<file path="config.mk">
export PLATFORM = sky130hd
export DESIGN_NAME = aigc_ctrl
export DESIGN_NICKNAME = d
export VERILOG_FILES = /design/src/inc/aigc_pkg.sv /design/src/logic/aigc_ctrl.sv /design/src/logic/aigc_gain.sv /design/src/logic/aigc_sync.sv
export SDC_FILE = /design/constraint.sdc
export NUM_CORES = 2
export LEC_CHECK = 0
export BUFFER_PORTS_ARGS = -buffer_cell sky130_fd_sc_hd__buf_2
export CORE_UTILIZATION = 30
export DETAILED_ROUTE_END_ITERATION = 8
export GPL_TIMING_DRIVEN = 1
export HOLD_SLACK_MARGIN = 0.03
export PLACE_DENSITY = 0.49
export SLEW_MARGIN = 30
export SYNTH_ARGS = -nofsm -noshare
export SYNTH_HDL_FRONTEND = slang
export SYNTH_SLANG_ARGS = --single-unit
</file>
<file path="constraint.sdc">
create_clock -name core_clk_i -period 13.16 [get_ports core_clk_i]
set_input_delay 0.658 -clock core_clk_i [delete_from_list [all_inputs] [get_ports core_clk_i]]
set_output_delay 0.658 -clock core_clk_i [all_outputs]
set_load 0.02 [all_outputs]
</file>
<file path="src/inc/aigc_pkg.sv">
// shared constants and carrier types for the interleave/gain control
package aigc_pkg;
  // register byte offsets on the apb port
  localparam logic [7:0] A_CTRL = 8'h00;
  localparam logic [7:0] A_PAR  = 8'h04;
  localparam logic [7:0] A_REF  = 8'h08;
  localparam logic [7:0] A_NS   = 8'h0C;
  localparam logic [7:0] A_GAIN = 8'h10;
  localparam logic [7:0] A_STAT = 8'h14;
  // control and reference register field positions
  localparam int B_PAIR  = 0;
  localparam int B_PREG  = 1;
  localparam int B_UPPER = 4;
  localparam int B_EXTR  = 15;
  // status register field positions
  localparam int S_PAIR  = 0;
  localparam int S_EVEN  = 1;
  localparam int S_PHASE = 2;
  localparam int S_EXTR  = 3;
  localparam int S_PIN   = 4;
  // parity select register values
  localparam logic [15:0] PAR_ODD  = 16'h8000;
  localparam logic [15:0] PAR_EVEN = 16'h80FF;
  // reset values
  localparam logic [15:0] PAR_RST  = PAR_ODD;
  localparam logic [31:0] GAIN_RST = 32'h0000_0000;
  localparam logic        PIN_RST  = 1'b1;
  // channel count, sample width, gain code range
  localparam int         NCH      = 8;
  localparam int         DW       = 12;
  localparam logic [3:0] GAIN_MAX = 4'hC;
  localparam int         GFRAC    = 10;
  // gain factors 10^(g/20) in unsigned q2.10
  localparam logic [12:0] GTAB [0:12] = '{
    13'h0400, 13'h047D, 13'h0509, 13'h05A6, 13'h0657,
    13'h071D, 13'h07FB, 13'h08F4, 13'h0A0C, 13'h0B46,
    13'h0CA6, 13'h0E31, 13'h0FEC};
  // apb request and answer
  typedef struct packed {
    logic        psel;
    logic        penable;
    logic        pwrite;
    logic [7:0]  paddr;
    logic [31:0] pwdata;
  } aigc_apb_req_t;
  typedef struct packed {
    logic        pready;
    logic        pslverr;
    logic [31:0] prdata;
  } aigc_apb_rsp_t;
  // complete state of the control block
  typedef struct packed {
    logic              pair_en;
    logic              par_reg_en;
    logic              upper_en;
    logic [15:0]       par_val;
    logic              ext_ref;
    logic [NCH-1:0]    ns_en;
    logic [31:0]       gain;
    logic              act_pair;
    logic              act_even;
    logic              phase;
    logic [NCH-1:0]    flip;
    logic [NCH-1:0]    vld;
    logic [NCH*DW-1:0] lane;
    logic [31:0]       rdata;
    logic              err;
  } aigc_st_t;
endpackage

</file>
<file path="src/logic/aigc_ctrl.sv">
// interleave, parity mapping, gain and reference control with apb
`timescale 1ns/1ns
module aigc_ctrl
  import aigc_pkg::*;
(
  input  wire logic                     core_clk_i,
  input  wire logic                     rst_n_i,
  input  wire aigc_pkg::aigc_apb_req_t  apb_i,
  output aigc_pkg::aigc_apb_rsp_t       apb_o,
  input  wire logic                     parity_select_pin_i,
  input  wire logic                     sync_i,
  input  wire logic [95:0]              conv_data_i,
  output logic      [7:0]               conv_smp_o,
  output logic                          samp_odd_o,
  output logic                          samp_even_o,
  output logic                          in_even_o,
  output logic      [7:0]               noise_chop_o,
  output logic                          int_ref_pd_o,
  output logic      [7:0]               lane_vld_o,
  output logic      [95:0]              lane_data_o
);
  import aigc_pkg::*;

  aigc_st_t         st_r;        // registered state
  aigc_st_t         st_nxt;      // next state
  logic             pin_s;       // synchronised parity pin
  logic             sync_s;      // synchronised phase align
  logic             want_even;   // requested parity source
  logic             wr;          // apb write in access phase
  logic             setup;       // apb setup phase
  logic [DW-1:0]    mapd [NCH];  // lane input after mapping
  logic [DW-1:0]    gnd  [NCH];  // lane input after gain
  logic [NCH-1:0]   smp;         // converter sample strobes

  // parity pin is pulled up, so idle and reset read high
  aigc_sync #(
    .W  (1),
    .RV (PIN_RST)
  ) u_pin_sync (
    .core_clk_i (core_clk_i),
    .rst_n_i    (rst_n_i),
    .d_i        (parity_select_pin_i),
    .q_o        (pin_s)
  );

  // phase align input from another chip's controller
  aigc_sync #(
    .W  (1),
    .RV (1'b0)
  ) u_align_sync (
    .core_clk_i (core_clk_i),
    .rst_n_i    (rst_n_i),
    .d_i        (sync_i),
    .q_o        (sync_s)
  );

  // per-lane mapping and gain
  genvar k;
  generate
    for (k = 0; k < NCH; k++)
    begin : g_lane
      // interleave keeps lanes; eight-channel may swap pairs
      // lane k is converter k while pairs run; the analog mux
      // ahead of the converters picks the odd or even inputs
      assign mapd[k] = (!st_r.act_pair && st_r.act_even)
                     ? conv_data_i[(k^1)*DW +: DW]
                     : conv_data_i[k*DW +: DW];
      aigc_gain u_gain (
        .d_i    (mapd[k]),
        .code_i (st_r.gain[k*4 +: 4]),
        .q_o    (gnd[k])
      );
      // pair members alternate on the halved phase
      assign smp[k] = st_r.act_pair
                    ? (st_r.phase == 1'(k % 2))
                    : 1'b1;
    end
  endgenerate

  // apb phase decode
  assign setup = apb_i.psel && !apb_i.penable;
  assign wr    = apb_i.psel && apb_i.penable && apb_i.pwrite;

  // parity request: the control bit hands the choice to the pin;
  // it is clear after reset, so pairs start on the odd inputs
  assign want_even = st_r.par_reg_en
                   ? pin_s
                   : (st_r.par_val == PAR_EVEN);

  // next-state logic
  always_comb
  begin
    st_nxt = st_r;
    // halved clock toggles; sync holds it at the odd phase
    if (sync_s)
      st_nxt.phase = 1'b0;
    else
      st_nxt.phase = !st_r.phase;
    // new mode only at the end of a pair period
    if (st_r.phase)
    begin
      st_nxt.act_pair = st_r.pair_en;
      st_nxt.act_even = want_even;
    end
    // register writes in the access phase
    if (wr)
    begin
      unique case (apb_i.paddr)
        A_CTRL:
        begin
          st_nxt.pair_en    = apb_i.pwdata[B_PAIR];
          st_nxt.par_reg_en = apb_i.pwdata[B_PREG];
          st_nxt.upper_en   = apb_i.pwdata[B_UPPER];
        end
        A_PAR:
          st_nxt.par_val = apb_i.pwdata[15:0];
        A_REF:
        begin
          // locked until the upper map is opened
          if (st_r.upper_en)
            st_nxt.ext_ref = apb_i.pwdata[B_EXTR];
        end
        A_NS:
          st_nxt.ns_en = apb_i.pwdata[NCH-1:0];
        A_GAIN:
          st_nxt.gain = apb_i.pwdata;
        default:
          st_nxt.err = st_r.err;                       // unmapped
      endcase
    end
    // read data and error captured at setup
    if (setup)
    begin
      st_nxt.rdata = '0;
      st_nxt.err   = 1'b0;
      unique case (apb_i.paddr)
        A_CTRL:
        begin
          st_nxt.rdata[B_PAIR]  = st_r.pair_en;
          st_nxt.rdata[B_PREG]  = st_r.par_reg_en;
          st_nxt.rdata[B_UPPER] = st_r.upper_en;
        end
        A_PAR:
          st_nxt.rdata[15:0] = st_r.par_val;
        A_REF:
          st_nxt.rdata[B_EXTR] = st_r.upper_en && st_r.ext_ref;
        A_NS:
          st_nxt.rdata[NCH-1:0] = st_r.ns_en;
        A_GAIN:
          st_nxt.rdata = st_r.gain;
        // status shows the modes in force, not the requested ones
        A_STAT:
        begin
          st_nxt.rdata[S_PAIR]  = st_r.act_pair;
          st_nxt.rdata[S_EVEN]  = st_r.act_even;
          st_nxt.rdata[S_PHASE] = st_r.phase;
          st_nxt.rdata[S_EXTR]  = int_ref_pd_o;
          st_nxt.rdata[S_PIN]   = pin_s;
        end
        default:
          st_nxt.err = 1'b1;                           // unmapped
      endcase
    end
    // lane outputs: gain, then noise shift chopping
    for (int i = 0; i < NCH; i++)
    begin
      st_nxt.vld[i] = smp[i];
      if (smp[i])
      begin
        // enabled lanes alternate sign each sample
        if (st_r.ns_en[i] && st_r.flip[i])
          st_nxt.lane[i*DW +: DW] =
            (gnd[i] == 12'h800) ? 12'h7FF : 12'(-gnd[i]);
        else
          st_nxt.lane[i*DW +: DW] = gnd[i];
        st_nxt.flip[i] = st_r.ns_en[i] && !st_r.flip[i];
      end
    end
  end

  // state register, reset restores defaults
  always_ff @(posedge core_clk_i or negedge rst_n_i)
  begin
    if (!rst_n_i)
    begin
      st_r            <= '0;
      st_r.par_val    <= PAR_RST;
      st_r.gain       <= GAIN_RST;
      st_r.act_even   <= 1'b0;
    end
    else
      st_r <= st_nxt;
  end

  // outputs
  // zero wait states: ready in every access cycle
  assign apb_o.pready  = apb_i.psel && apb_i.penable;
  assign apb_o.pslverr = apb_i.psel && apb_i.penable && st_r.err;
  assign apb_o.prdata  = st_r.rdata;
  assign conv_smp_o    = smp;
  assign samp_odd_o    = !st_r.phase;
  assign samp_even_o   = st_r.phase;
  // pairs fed from odd or even analog inputs
  assign in_even_o     = st_r.act_pair && st_r.act_even;
  assign noise_chop_o  = st_r.ns_en & st_r.flip;
  // both enables needed; powers down the internal reference
  assign int_ref_pd_o  = st_r.upper_en && st_r.ext_ref;
  assign lane_vld_o    = st_r.vld;
  assign lane_data_o   = st_r.lane;

  // checks: phase, strobes, mode timing, mapping, gain, reference;
  // lane 0 stands in for the other seven, which share its logic
  chk_phase_toggle: assert property (
    @(posedge core_clk_i) disable iff (!rst_n_i)
    !sync_s |=> st_r.phase != $past(st_r.phase))
    else $error("halved phase did not toggle");

  chk_clk_opposite: assert property (
    @(posedge core_clk_i) disable iff (!rst_n_i)
    st_r.act_pair |-> conv_smp_o == {4{samp_even_o, samp_odd_o}})
    else $error("sampling clocks not opposite");

  chk_pair_strobe: assert property (
    @(posedge core_clk_i) disable iff (!rst_n_i)
    st_r.act_pair |-> conv_smp_o == (st_r.phase ? 8'hAA : 8'h55))
    else $error("pair strobes wrong phase");

  chk_mode_edge: assert property (
    @(posedge core_clk_i) disable iff (!rst_n_i)
    ($changed(st_r.act_pair) || $changed(st_r.act_even))
      |-> $past(st_r.phase))
    else $error("mode changed mid pair");

  chk_ref_lock: assert property (
    @(posedge core_clk_i) disable iff (!rst_n_i)
    (wr && apb_i.paddr == A_REF && !st_r.upper_en && !st_r.ext_ref)
      |=> !int_ref_pd_o)
    else $error("reference entered without upper map");

  chk_gain_reset: assert property (
    @(posedge core_clk_i)
    !rst_n_i |=> st_r.gain == GAIN_RST)
    else $error("gain not zero after reset");

  chk_straight_map: assert property (
    @(posedge core_clk_i) disable iff (!rst_n_i)
    (!st_r.act_pair && !st_r.act_even && st_r.gain == 32'h0
      && st_r.ns_en == 8'h00)
      |=> lane_data_o[11:0] == $past(conv_data_i[11:0]))
    else $error("straight map broken");

  chk_swap_map: assert property (
    @(posedge core_clk_i) disable iff (!rst_n_i)
    (!st_r.act_pair && st_r.act_even && st_r.gain == 32'h0
      && st_r.ns_en == 8'h00)
      |=> lane_data_o[11:0] == $past(conv_data_i[23:12]))
    else $error("swap map broken");

  chk_pin_parity: assert property (
    @(posedge core_clk_i) disable iff (!rst_n_i)
    (st_r.par_reg_en && st_r.phase && !wr)
      |=> st_r.act_even == $past(pin_s))
    else $error("pin parity not applied");

  chk_even_select: assert property (
    @(posedge core_clk_i) disable iff (!rst_n_i)
    (!st_r.par_reg_en && st_r.par_val == PAR_EVEN && st_r.phase)
      |=> st_r.act_even)
    else $error("even register value not applied");

  chk_odd_select: assert property (
    @(posedge core_clk_i) disable iff (!rst_n_i)
    (!st_r.par_reg_en && st_r.par_val != PAR_EVEN && st_r.phase)
      |=> !st_r.act_even)
    else $error("odd register value not applied");

  chk_gain_sign: assert property (
    @(posedge core_clk_i) disable iff (!rst_n_i)
    (smp[0] && !st_r.ns_en[0])
      |=> lane_data_o[DW-1] == $past(mapd[0][DW-1]))
    else $error("gain changed the sample sign");

  chk_gain_unity: assert property (
    @(posedge core_clk_i) disable iff (!rst_n_i)
    (smp[0] && !st_r.ns_en[0] && st_r.gain[3:0] == 4'h0)
      |=> lane_data_o[DW-1:0] == $past(mapd[0]))
    else $error("zero gain code altered the sample");

  chk_shift_toggle: assert property (
    @(posedge core_clk_i) disable iff (!rst_n_i)
    (smp[0] && st_r.ns_en[0])
      |=> st_r.flip[0] != $past(st_r.flip[0]))
    else $error("noise shift did not alternate");

  chk_phase_hold: assert property (
    @(posedge core_clk_i) disable iff (!rst_n_i)
    sync_s |=> !st_r.phase)
    else $error("phase not held by align input");

  chk_ref_write: assert property (
    @(posedge core_clk_i) disable iff (!rst_n_i)
    $rose(int_ref_pd_o) |-> $past(wr))
    else $error("reference mode entered without a write");

  // cover the main operating modes
  cov_interleave: cover property (
    @(posedge core_clk_i) disable iff (!rst_n_i)
    st_r.act_pair && !st_r.act_even);
  cov_even_pair: cover property (
    @(posedge core_clk_i) disable iff (!rst_n_i)
    st_r.act_pair && st_r.act_even);
  cov_swap_map: cover property (
    @(posedge core_clk_i) disable iff (!rst_n_i)
    !st_r.act_pair && st_r.act_even);
  cov_ext_ref: cover property (
    @(posedge core_clk_i) disable iff (!rst_n_i)
    $rose(int_ref_pd_o));
  cov_gain_sat: cover property (
    @(posedge core_clk_i) disable iff (!rst_n_i)
    lane_vld_o[0] && lane_data_o[11:0] == 12'h7FF);
endmodule

</file>
<file path="src/logic/aigc_gain.sv">
// saturating digital gain for one sample
`timescale 1ns/1ns
module aigc_gain
  import aigc_pkg::*;
(
  input  wire logic signed [aigc_pkg::DW-1:0] d_i,
  input  wire logic        [3:0]              code_i,
  output logic signed      [aigc_pkg::DW-1:0] q_o
);
  import aigc_pkg::*;

  logic        [3:0]    c;    // code, illegal ones held at top
  logic signed [26:0]   p;    // full product
  logic signed [26:0]   s;    // product back in sample units
  localparam logic signed [26:0] PMAX = 27'sd2047;
  localparam logic signed [26:0] PMIN = -27'sd2048;
  // codes above twelve must not be used; clip to twelve
  always_comb
  begin
    c = (code_i > GAIN_MAX) ? GAIN_MAX : code_i;
    p = 27'(d_i) * $signed({1'b0, GTAB[c]});
    s = p >>> GFRAC;
    // clip, never wrap
    if (s > PMAX)
      q_o = 12'sh7FF;
    else if (s < PMIN)
      q_o = -12'sh800;
    else
      q_o = s[DW-1:0];
  end
endmodule

</file>
<file path="src/logic/aigc_sync.sv">
// two-flop synchroniser for pin levels
`timescale 1ns/1ns
module aigc_sync #(
  parameter int         W  = 1,
  parameter logic [W-1:0] RV = '0
) (
  input  wire logic         core_clk_i,
  input  wire logic         rst_n_i,
  input  wire logic [W-1:0] d_i,
  output logic      [W-1:0] q_o
);
  logic [W-1:0] m_r;  // first stage, read only by q_o flop
  // two stages, reset to the pin's idle level
  always_ff @(posedge core_clk_i or negedge rst_n_i)
  begin
    if (!rst_n_i)
    begin
      m_r <= RV;
      q_o <= RV;
    end
    else
    begin
      m_r <= d_i;
      q_o <= m_r;
    end
  end
endmodule

</file>
Word level (Yosys, flattened, before mapping)

Memories as Yosys holds them, arrays and structs flattened.
Index checks and enable logic that the tools add are counted.

Bitwise operators: 10
$add $sub $neg: 8
Equality and inequality tests: 14
Reductions and logical operators: 41
Muxes and demuxes: 76
Multipliers: 8
Order comparisons: 32

Operators by type and width:

| kind                   | count |
|---|---|
| $mux W12               | 40 |
| $mul A12 B14 Y26       | 8 |
| $mux W13               | 16 |
| $gt A16 B12 Y1 const B | 8 |
| $lt A16 B12 Y1 const B | 8 |
| $eq A12 B12 Y1 const B | 8 |
| $neg A12 Y12           | 8 |
| $ge A5 B5 Y1 const B   | 8 |
| $not A4 Y5             | 8 |
| $gt A4 B4 Y1 const B   | 8 |
| $mux W4                | 8 |
| $logic_and A1 B1 Y1    | 23 |
| $eq A16 B16 Y1 const B | 1 |
| $eq A8 B4 Y1 const B   | 2 |
| $eq A8 B5 Y1 const B   | 2 |
| $mux W16               | 1 |
| $pmux W7 S2            | 1 |
| $logic_not A1 Y1       | 11 |
| $pmux W2 S5            | 1 |
| $pmux W3 S3            | 1 |
| $and A8 B8 Y8          | 1 |
| $eq A8 B3 Y1 const B   | 1 |
| $logic_not A8 Y1       | 1 |
| $pmux W2 S4            | 1 |
| 7 further kinds        | 14 |

Bits in registers: 212
Bits in read-only memories: 1664
Memories kept: 8
Word-level logic and storage cells: 218
Output and inout bits: 158
Input bits: 143

Memory list:

| memory          | words | bits a word | rd ports | clocked after memory_dff | wr ports | RTL line        | RTL |
|---|---|---|---|---|---|---|---|
| (no name shown) | 16    | 13          | 1        | 0                        | 0        | aigc_gain.sv:21 | `p = 27'(d_i) * $signed({1'b0, GTAB[c]});` |
| (no name shown) | 16    | 13          | 1        | 0                        | 0        | aigc_gain.sv:21 |  |
| (no name shown) | 16    | 13          | 1        | 0                        | 0        | aigc_gain.sv:21 |  |
| (no name shown) | 16    | 13          | 1        | 0                        | 0        | aigc_gain.sv:21 |  |
| (no name shown) | 16    | 13          | 1        | 0                        | 0        | aigc_gain.sv:21 |  |
| (no name shown) | 16    | 13          | 1        | 0                        | 0        | aigc_gain.sv:21 |  |
| +2 memories     | -     | -           | -        | -                        | -        | -               |  |

Depth between registers and ports, before layout

Depth in word-level cells: 13
Mapped depth: 42
Depth with buffers taken out: 37

Modules after synthesis

Synthesis repeated with hierarchy kept, for this count alone.

Cell total of the unflattened synthesis: 6603
Area, all modules: 54671.2 um2

By module, submodules not included:

| module                           | sequential area each (um2) | cells an instance | area an instance (um2) | times used |
|---|---|---|---|---|
| aigc_gain (g_lane[0].u_gain ...) | 0.0                        | 644               | 5321.4                 | 3 |
| aigc_ctrl                        | 5056.1                     | 1481              | 12228.0                | 1 |
| aigc_gain (g_lane[6].u_gain)     | 0.0                        | 689               | 5671.7                 | 1 |
| aigc_gain (g_lane[7].u_gain)     | 0.0                        | 638               | 5256.3                 | 1 |
| aigc_gain (g_lane[3].u_gain)     | 0.0                        | 639               | 5208.7                 | 1 |
| aigc_gain (g_lane[4].u_gain)     | 0.0                        | 615               | 5157.4                 | 1 |
| aigc_gain (g_lane[5].u_gain)     | 0.0                        | 605               | 5082.4                 | 1 |
| aigc_sync (u_pin_sync)           | 52.6                       | 2                 | 52.6                   | 1 |
| aigc_sync (u_align_sync)         | 50.0                       | 2                 | 50.0                   | 1 |

Least setup slack after synthesis

Ideal clock, no wire load.

Path kind: register to register
Start point: register st_r[170] (netlist name)
End point: register st_r, in the netlist lane_data_o[71]
Setup time: 0.120 ns
Period minus slack after synthesis: 8.748 ns
Arrival: 8.628 ns
Slack: 4.412 ns
Stages on the path, launching flop included: 39
Path buffers: 6
Cell sequence: dfrtp_1 -> clkbuf_1 -> clkbuf_1 -> nand2_1 -> and2_1 -> ha_1 -> nor2b_1 -> nor2_1 -> nor2_1 -> or2_2 -> clkbuf_1 -> nand2_1 -> fa_1 -> fa_1 -> inv_1 -> fa_1 -> fa_1 -> inv_1 -> [3 not listed] -> clkbuf_1 -> and3_1 -> o311a_1 -> a221oi_4 -> a21oi_2 -> or3_1 -> and2_4 -> o41a_1 -> buf_6 -> clkbuf_1 -> o21ai_0 -> ha_1 -> inv_1 -> nor3_1 -> nand4_1 -> o2bb2ai_1 -> a21oi_1 -> a31o_2

Cells in the longest elaborated chain, start to end: 13
Elaborated cells on any way between the ends: 15
Those cells by class: add/sub: 1; mul: 1; order compare: 3; eq/ne: 1; mux: 7; bitwise: 1; memory: 1

Ends and longest elaborated chain:

| what                                                  | RTL line         | RTL |
|---|---|---|
| from (decl)                                           | aigc_ctrl.sv:24  | `aigc_st_t st_r;` |
| from (signal assigned)                                | aigc_ctrl.sv:192 | `st_r <= st_nxt;` |
| $gt A4 B4 Y1                                          | aigc_gain.sv:20  | `c = (code_i > GAIN_MAX) ? GAIN_MAX : code_i;` |
| $mux W4 *                                             | aigc_gain.sv:20  |  |
| $not A4 Y5 (not written as such) *                    | aigc_gain.sv:21  |  |
| $mem_v2 Z16 W13 *                                     | -                |  |
| $mux W13 (not written as such) * (2 in a row)         | aigc_gain.sv:21  |  |
| $mul A12 B14 Y26 *                                    | aigc_gain.sv:21  |  |
| $lt A16 B12 Y1                                        | aigc_gain.sv:26  | `else if (s < PMIN)` |
| $mux W12                                              | aigc_gain.sv:26  |  |
| $mux W12 *                                            | aigc_gain.sv:24  | `if (s > PMAX)` |
| $neg A12 Y12 / $eq A12 B12 Y1 (equally long branches) | aigc_ctrl.sv:173 | `(gnd[i] == 12'h800) ? 12'h7FF : 12'(-gnd[i]);` |
| $mux W12                                              | aigc_ctrl.sv:173 |  |
| $mux W12 *                                            | aigc_ctrl.sv:171 | `if (st_r.ns_en[i] && st_r.flip[i])` |

Mark *: on every way between the ends. The rest lies on a longest branch, timed or not. The select of a mux whose other input is x is not followed.
A chain may end at the register's enable or synchronous reset.

Worst setup path in the final report

Start point: register st_r[170] (netlist name)
End point: register st_r, in the netlist lane_data_o[70]

The elaborated chain is that of the path after synthesis.

==> summary by stage <==
Placement
The total instance count after detailed placement is 9,377. The total of buffers placed on input and output ports is 300. Prior to clock tree synthesis, the placed netlist has a worst setup slack of 2.89 ns. Routability-driven placement finished with a final weighted congestion of 0.916. Detailed placement ended at an HPWL of 151,000 um.

Routing
The count of antenna-violating nets left after detailed routing is 0. After detailed routing, the number of remaining DRC violations is 2. The first routing iteration left 2,974 violations. The first detailed-routing pass ran for 8 iterations. The average detailed-routed wire length per instance is 19.2 um.

The aggregate routed wire length is 181,000 um. Across all layers, the routed design uses 47,000 vias. In the routed layout, each cell is associated on average with a via count of 4.97.

Clock network
For this design, the sink count on the clock tree is 206. The CTS clock-pin slew for the worst setup and hold paths is 0.06 ns. After clock tree synthesis, the setup repair step added 0 buffers. The tree is rooted in a clkbuf_16. The number of buffers created by CTS is 34. After clock tree synthesis, the repair step resized 0 gates. Clock latency on the worst-skew pair, taken at its later pin, is 0.62 ns. No sink is reached through more buffers than the 3 on the longest clock path. The TritonCTS clock tree is yes. The depth of the CTS H-tree is 2. The post-cts hold buffer count is 0.

Timing
The clock period minus final worst setup slack is 10.12 ns. The total setup violations reported at the end of the flow is 0. Dividing the final minimum period by the clock period gives 0.769. Headroom to the max-slew limit came out at 0.358.

Across the routed clock network, the largest skew measured is 0.0198 ns. The total count of hold-check failures in the final report is 0. Setup slack closes at 3.04 ns. Adding up every negative setup slack in the final design gives 0 ns. The transition at the pin with the smallest max-transition slack is 0.937 ns.

The final-report max-slew violation count came to 0. Setup repair after global routing left no endpoint under its margin. The maximum clock frequency is 0.0988 GHz.

Critical path
The stage delay of the slowest cell on the critical path is 0.75 ns. The critical setup path kind is reg2reg. The register-to-register setup slack is 3.04 ns. STA classifies the critical path startpoint as a flip-flop. The count of cells along the worst register-to-register path is 31. The maximum fanout encountered on the critical timing path is 20. The endpoint kind of the worst setup timing path is a flip-flop. The largest individual stage delay along the critical path comes from the cell nor2_1. For the worst setup path, the data arrival time is 10.62 ns.

The endpoint identified for the worst register-to-register timing path is lane_data_o[70]$_DFFE_PN0P_. The worst register-to-register path begins at st_r[170]$_DFFE_PN0P_. Data on the critical path is required at its endpoint by 13.66 ns. Counting stages on the worst path, the most repeated cell is fa_1.

Floorplanning
The vertical die dimension is 434 um. The top-level I/O count is 301. The die boundary width is 434 um. The region available for standard cell placement spans 185,000 sq um. The number of placement rows is 158.

The die covers 188,000 sq um. The starting utilization of the core area is 0.302.

Finish
After the flow finishes, the layout carries non-filler instances totaling 9,453. In the final design database the tool counted 8,525 nets. The most common library cell in the layout ignoring fill and taps is nand2_1.

The number of fill cells is 19,800. The area growth from synthesis to final layout is 7.73%. Of the cells placed in the final design, the portion with a size suffix greater than 1 is 0.0803. The library cells used most frequently in the layout, excluding fill and tap cells, are 1,162 x nand2_1, 1,125 x inv_1, 792 x fa_1.

Yosys
Counting flops and latches in the post-synthesis netlist gives 206. After synthesis, the netlist uses 106 different library cells. Counting flops with an async set or reset pin after synthesis yields a share of 1.00. The summed instance area of the synthesized netlist is 55,900 sq um. The Yosys step of the flow raised 0 warnings. The share of the Yosys chip area taken by registers is 0.0923.

The post-synthesis area per instance is 8.07 sq um. The cell count after synthesis is 6,929. For this run, the leading register cell type out of synthesis is dfrtp_1. In this run, synthesis inferred 0 flip-flops with an integrated enable. When the netlist entered floorplanning its net count stood at 8,520.

Hold path
The path class of the tightest hold or removal check is in2async.

Power and ir drop
VDD sags by at most 97.7 uV. Power comes to 5.43 mW. The power per standard cell area is 90.2 nW/um^2. The leakage power total is 30.7 nW.

Global route
The global-route wire length before repair is 282,000 um. In the global route stage, overall resource usage came out at 0.193. The largest net degree at the start of global routing is 95. Global routing finished with a remaining overflow of 0.

The number of antenna violations at the first check in global routing is 19. The via count of the first global-routing pass is 47,200.

Job
Max-cap violations in this run came to 0.

Run status
The final reports fail on DRC. The run finished, with violations left.
-- cell families after synthesis --
logic type,synth area share
compound gates,0.129
xor+xnor,0.0241
fa+ha+maj,0.431
buf+inv,0.111
flops,0.0923
mux,0.0304
simple gates,0.183
-- critical path, delay by kind of cell, from the launching register on --
kind / cells / cell delay, ns
AO/OA/AOI/OAI: 10 / 3.18
buffers and inverters: 4 / 0.31
AND/OR/NAND/NOR: 8 / 2.03
XOR/XNOR: 1 / 0.29
adder cells (fa/ha/maj): 8 / 3.49
flip-flops: 1 / 0.71
-- metal layers --
layer	vias up	wire length, um	global-route usage
met5	-	10	0
met4	2	9170	0.0889
met3	267	7590	0.0184
met2	1211	86800	0.324
met1	23200	77700	0.250
li1	22300	-	-
-- power by group --
part | switching (mW) | internal (mW)
registers | 0.0793 | 0.753
logic | 2.36 | 1.26
clock network | 0.402 | 0.577
-- sequential cells by signal, summed over array words and instances (netlist names) --
signal            flops
u_align_sync.q_o      1
samp_even_o           1
lane_data_o          96
u_align_sync.m_r      1
apb_o                32
st_r                 71
lane_vld_o            2
u_pin_sync.q_o        1
u_pin_sync.m_r        1
-- area by class of cell --
type	count	area (sq um)	area share
clock buffers	44	992	0.0165
clock inverters	18	181	0.00301
well taps	2480	3100	0.0515
flip-flops and latches	206	5160	0.0857
diodes	13	32.5	0.000540
repair buffers	347	1890	0.0314
multi-input cells	5215	44600	0.741
inverters	1130	4240	0.0704
-- stage by stage --
step,cell area [sq um],utilization,hold slack [ns]
floorplan,55900,-,0.331
global placement,58900,0.318,0.351
detailed placement,59000,0.318,0.357
CTS,60100,0.325,0.0841
global route,60200,0.325,0.130
finish,60200,0.325,0.109
-- cells in the mapped netlist (12+ instances only) --
master | count | area (sq um)
nand2_1 | 1163 | 4370
inv_1 | 1126 | 4230
fa_1 | 792 | 15900
nor2_1 | 685 | 2570
ha_1 | 656 | 8210
a21oi_1 | 305 | 1530
dfrtp_1 | 203 | 5080
clkbuf_1 | 199 | 747
o21ai_0 | 174 | 871
buf_4 | 144 | 1080
and2_1 | 110 | 688
a21o_1 | 108 | 811
mux2i_1 | 92 | 921
xnor2_1 | 89 | 780
nor3_1 | 74 | 370
mux2_2 | 69 | 777
xor2_1 | 63 | 552
nand2b_1 | 57 | 357
nand3_1 | 57 | 285
a31oi_1 | 53 | 332
o22a_1 | 44 | 385
nor2b_1 | 43 | 269
o22ai_1 | 40 | 250
o21a_1 | 38 | 285
and3_1 | 37 | 231
nand4_1 | 37 | 231
a211oi_1 | 26 | 195
o211ai_1 | 26 | 195
or2_2 | 21 | 131
or3_1 | 21 | 131
a22oi_1 | 20 | 150
buf_1 | 20 | 75.1
o31ai_1 | 19 | 143
o21bai_1 | 18 | 135
a211o_1 | 16 | 140
nor4_1 | 16 | 100
buf_2 | 13 | 65.1
a221oi_1 | 12 | 105
a41oi_1 | 12 | 105
-- how the worst max path moves through the flow --
stage	start	to	slack (ns)	cells after the start
detailed placement	st_r[178]$_DFFE_PN0P_	lane_data_o[90]$_DFFE_PN0P_	2.89	29
global placement	st_r[147]$_DFFE_PN0P_	lane_data_o[72]$_DFFE_PN0P_	2.90	28
floorplan	st_r[170]$_DFFE_PN0P_	lane_data_o[71]$_DFFE_PN0P_	4.41	38
global route	st_r[170]$_DFFE_PN0P_	lane_data_o[70]$_DFFE_PN0P_	2.40	31
CTS	st_r[178]$_DFFE_PN0P_	lane_data_o[87]$_DFFE_PN0P_	2.85	29
finish	st_r[170]$_DFFE_PN0P_	lane_data_o[70]$_DFFE_PN0P_	3.04	31
No activity file was read; power rests on OpenSTA's default activity.
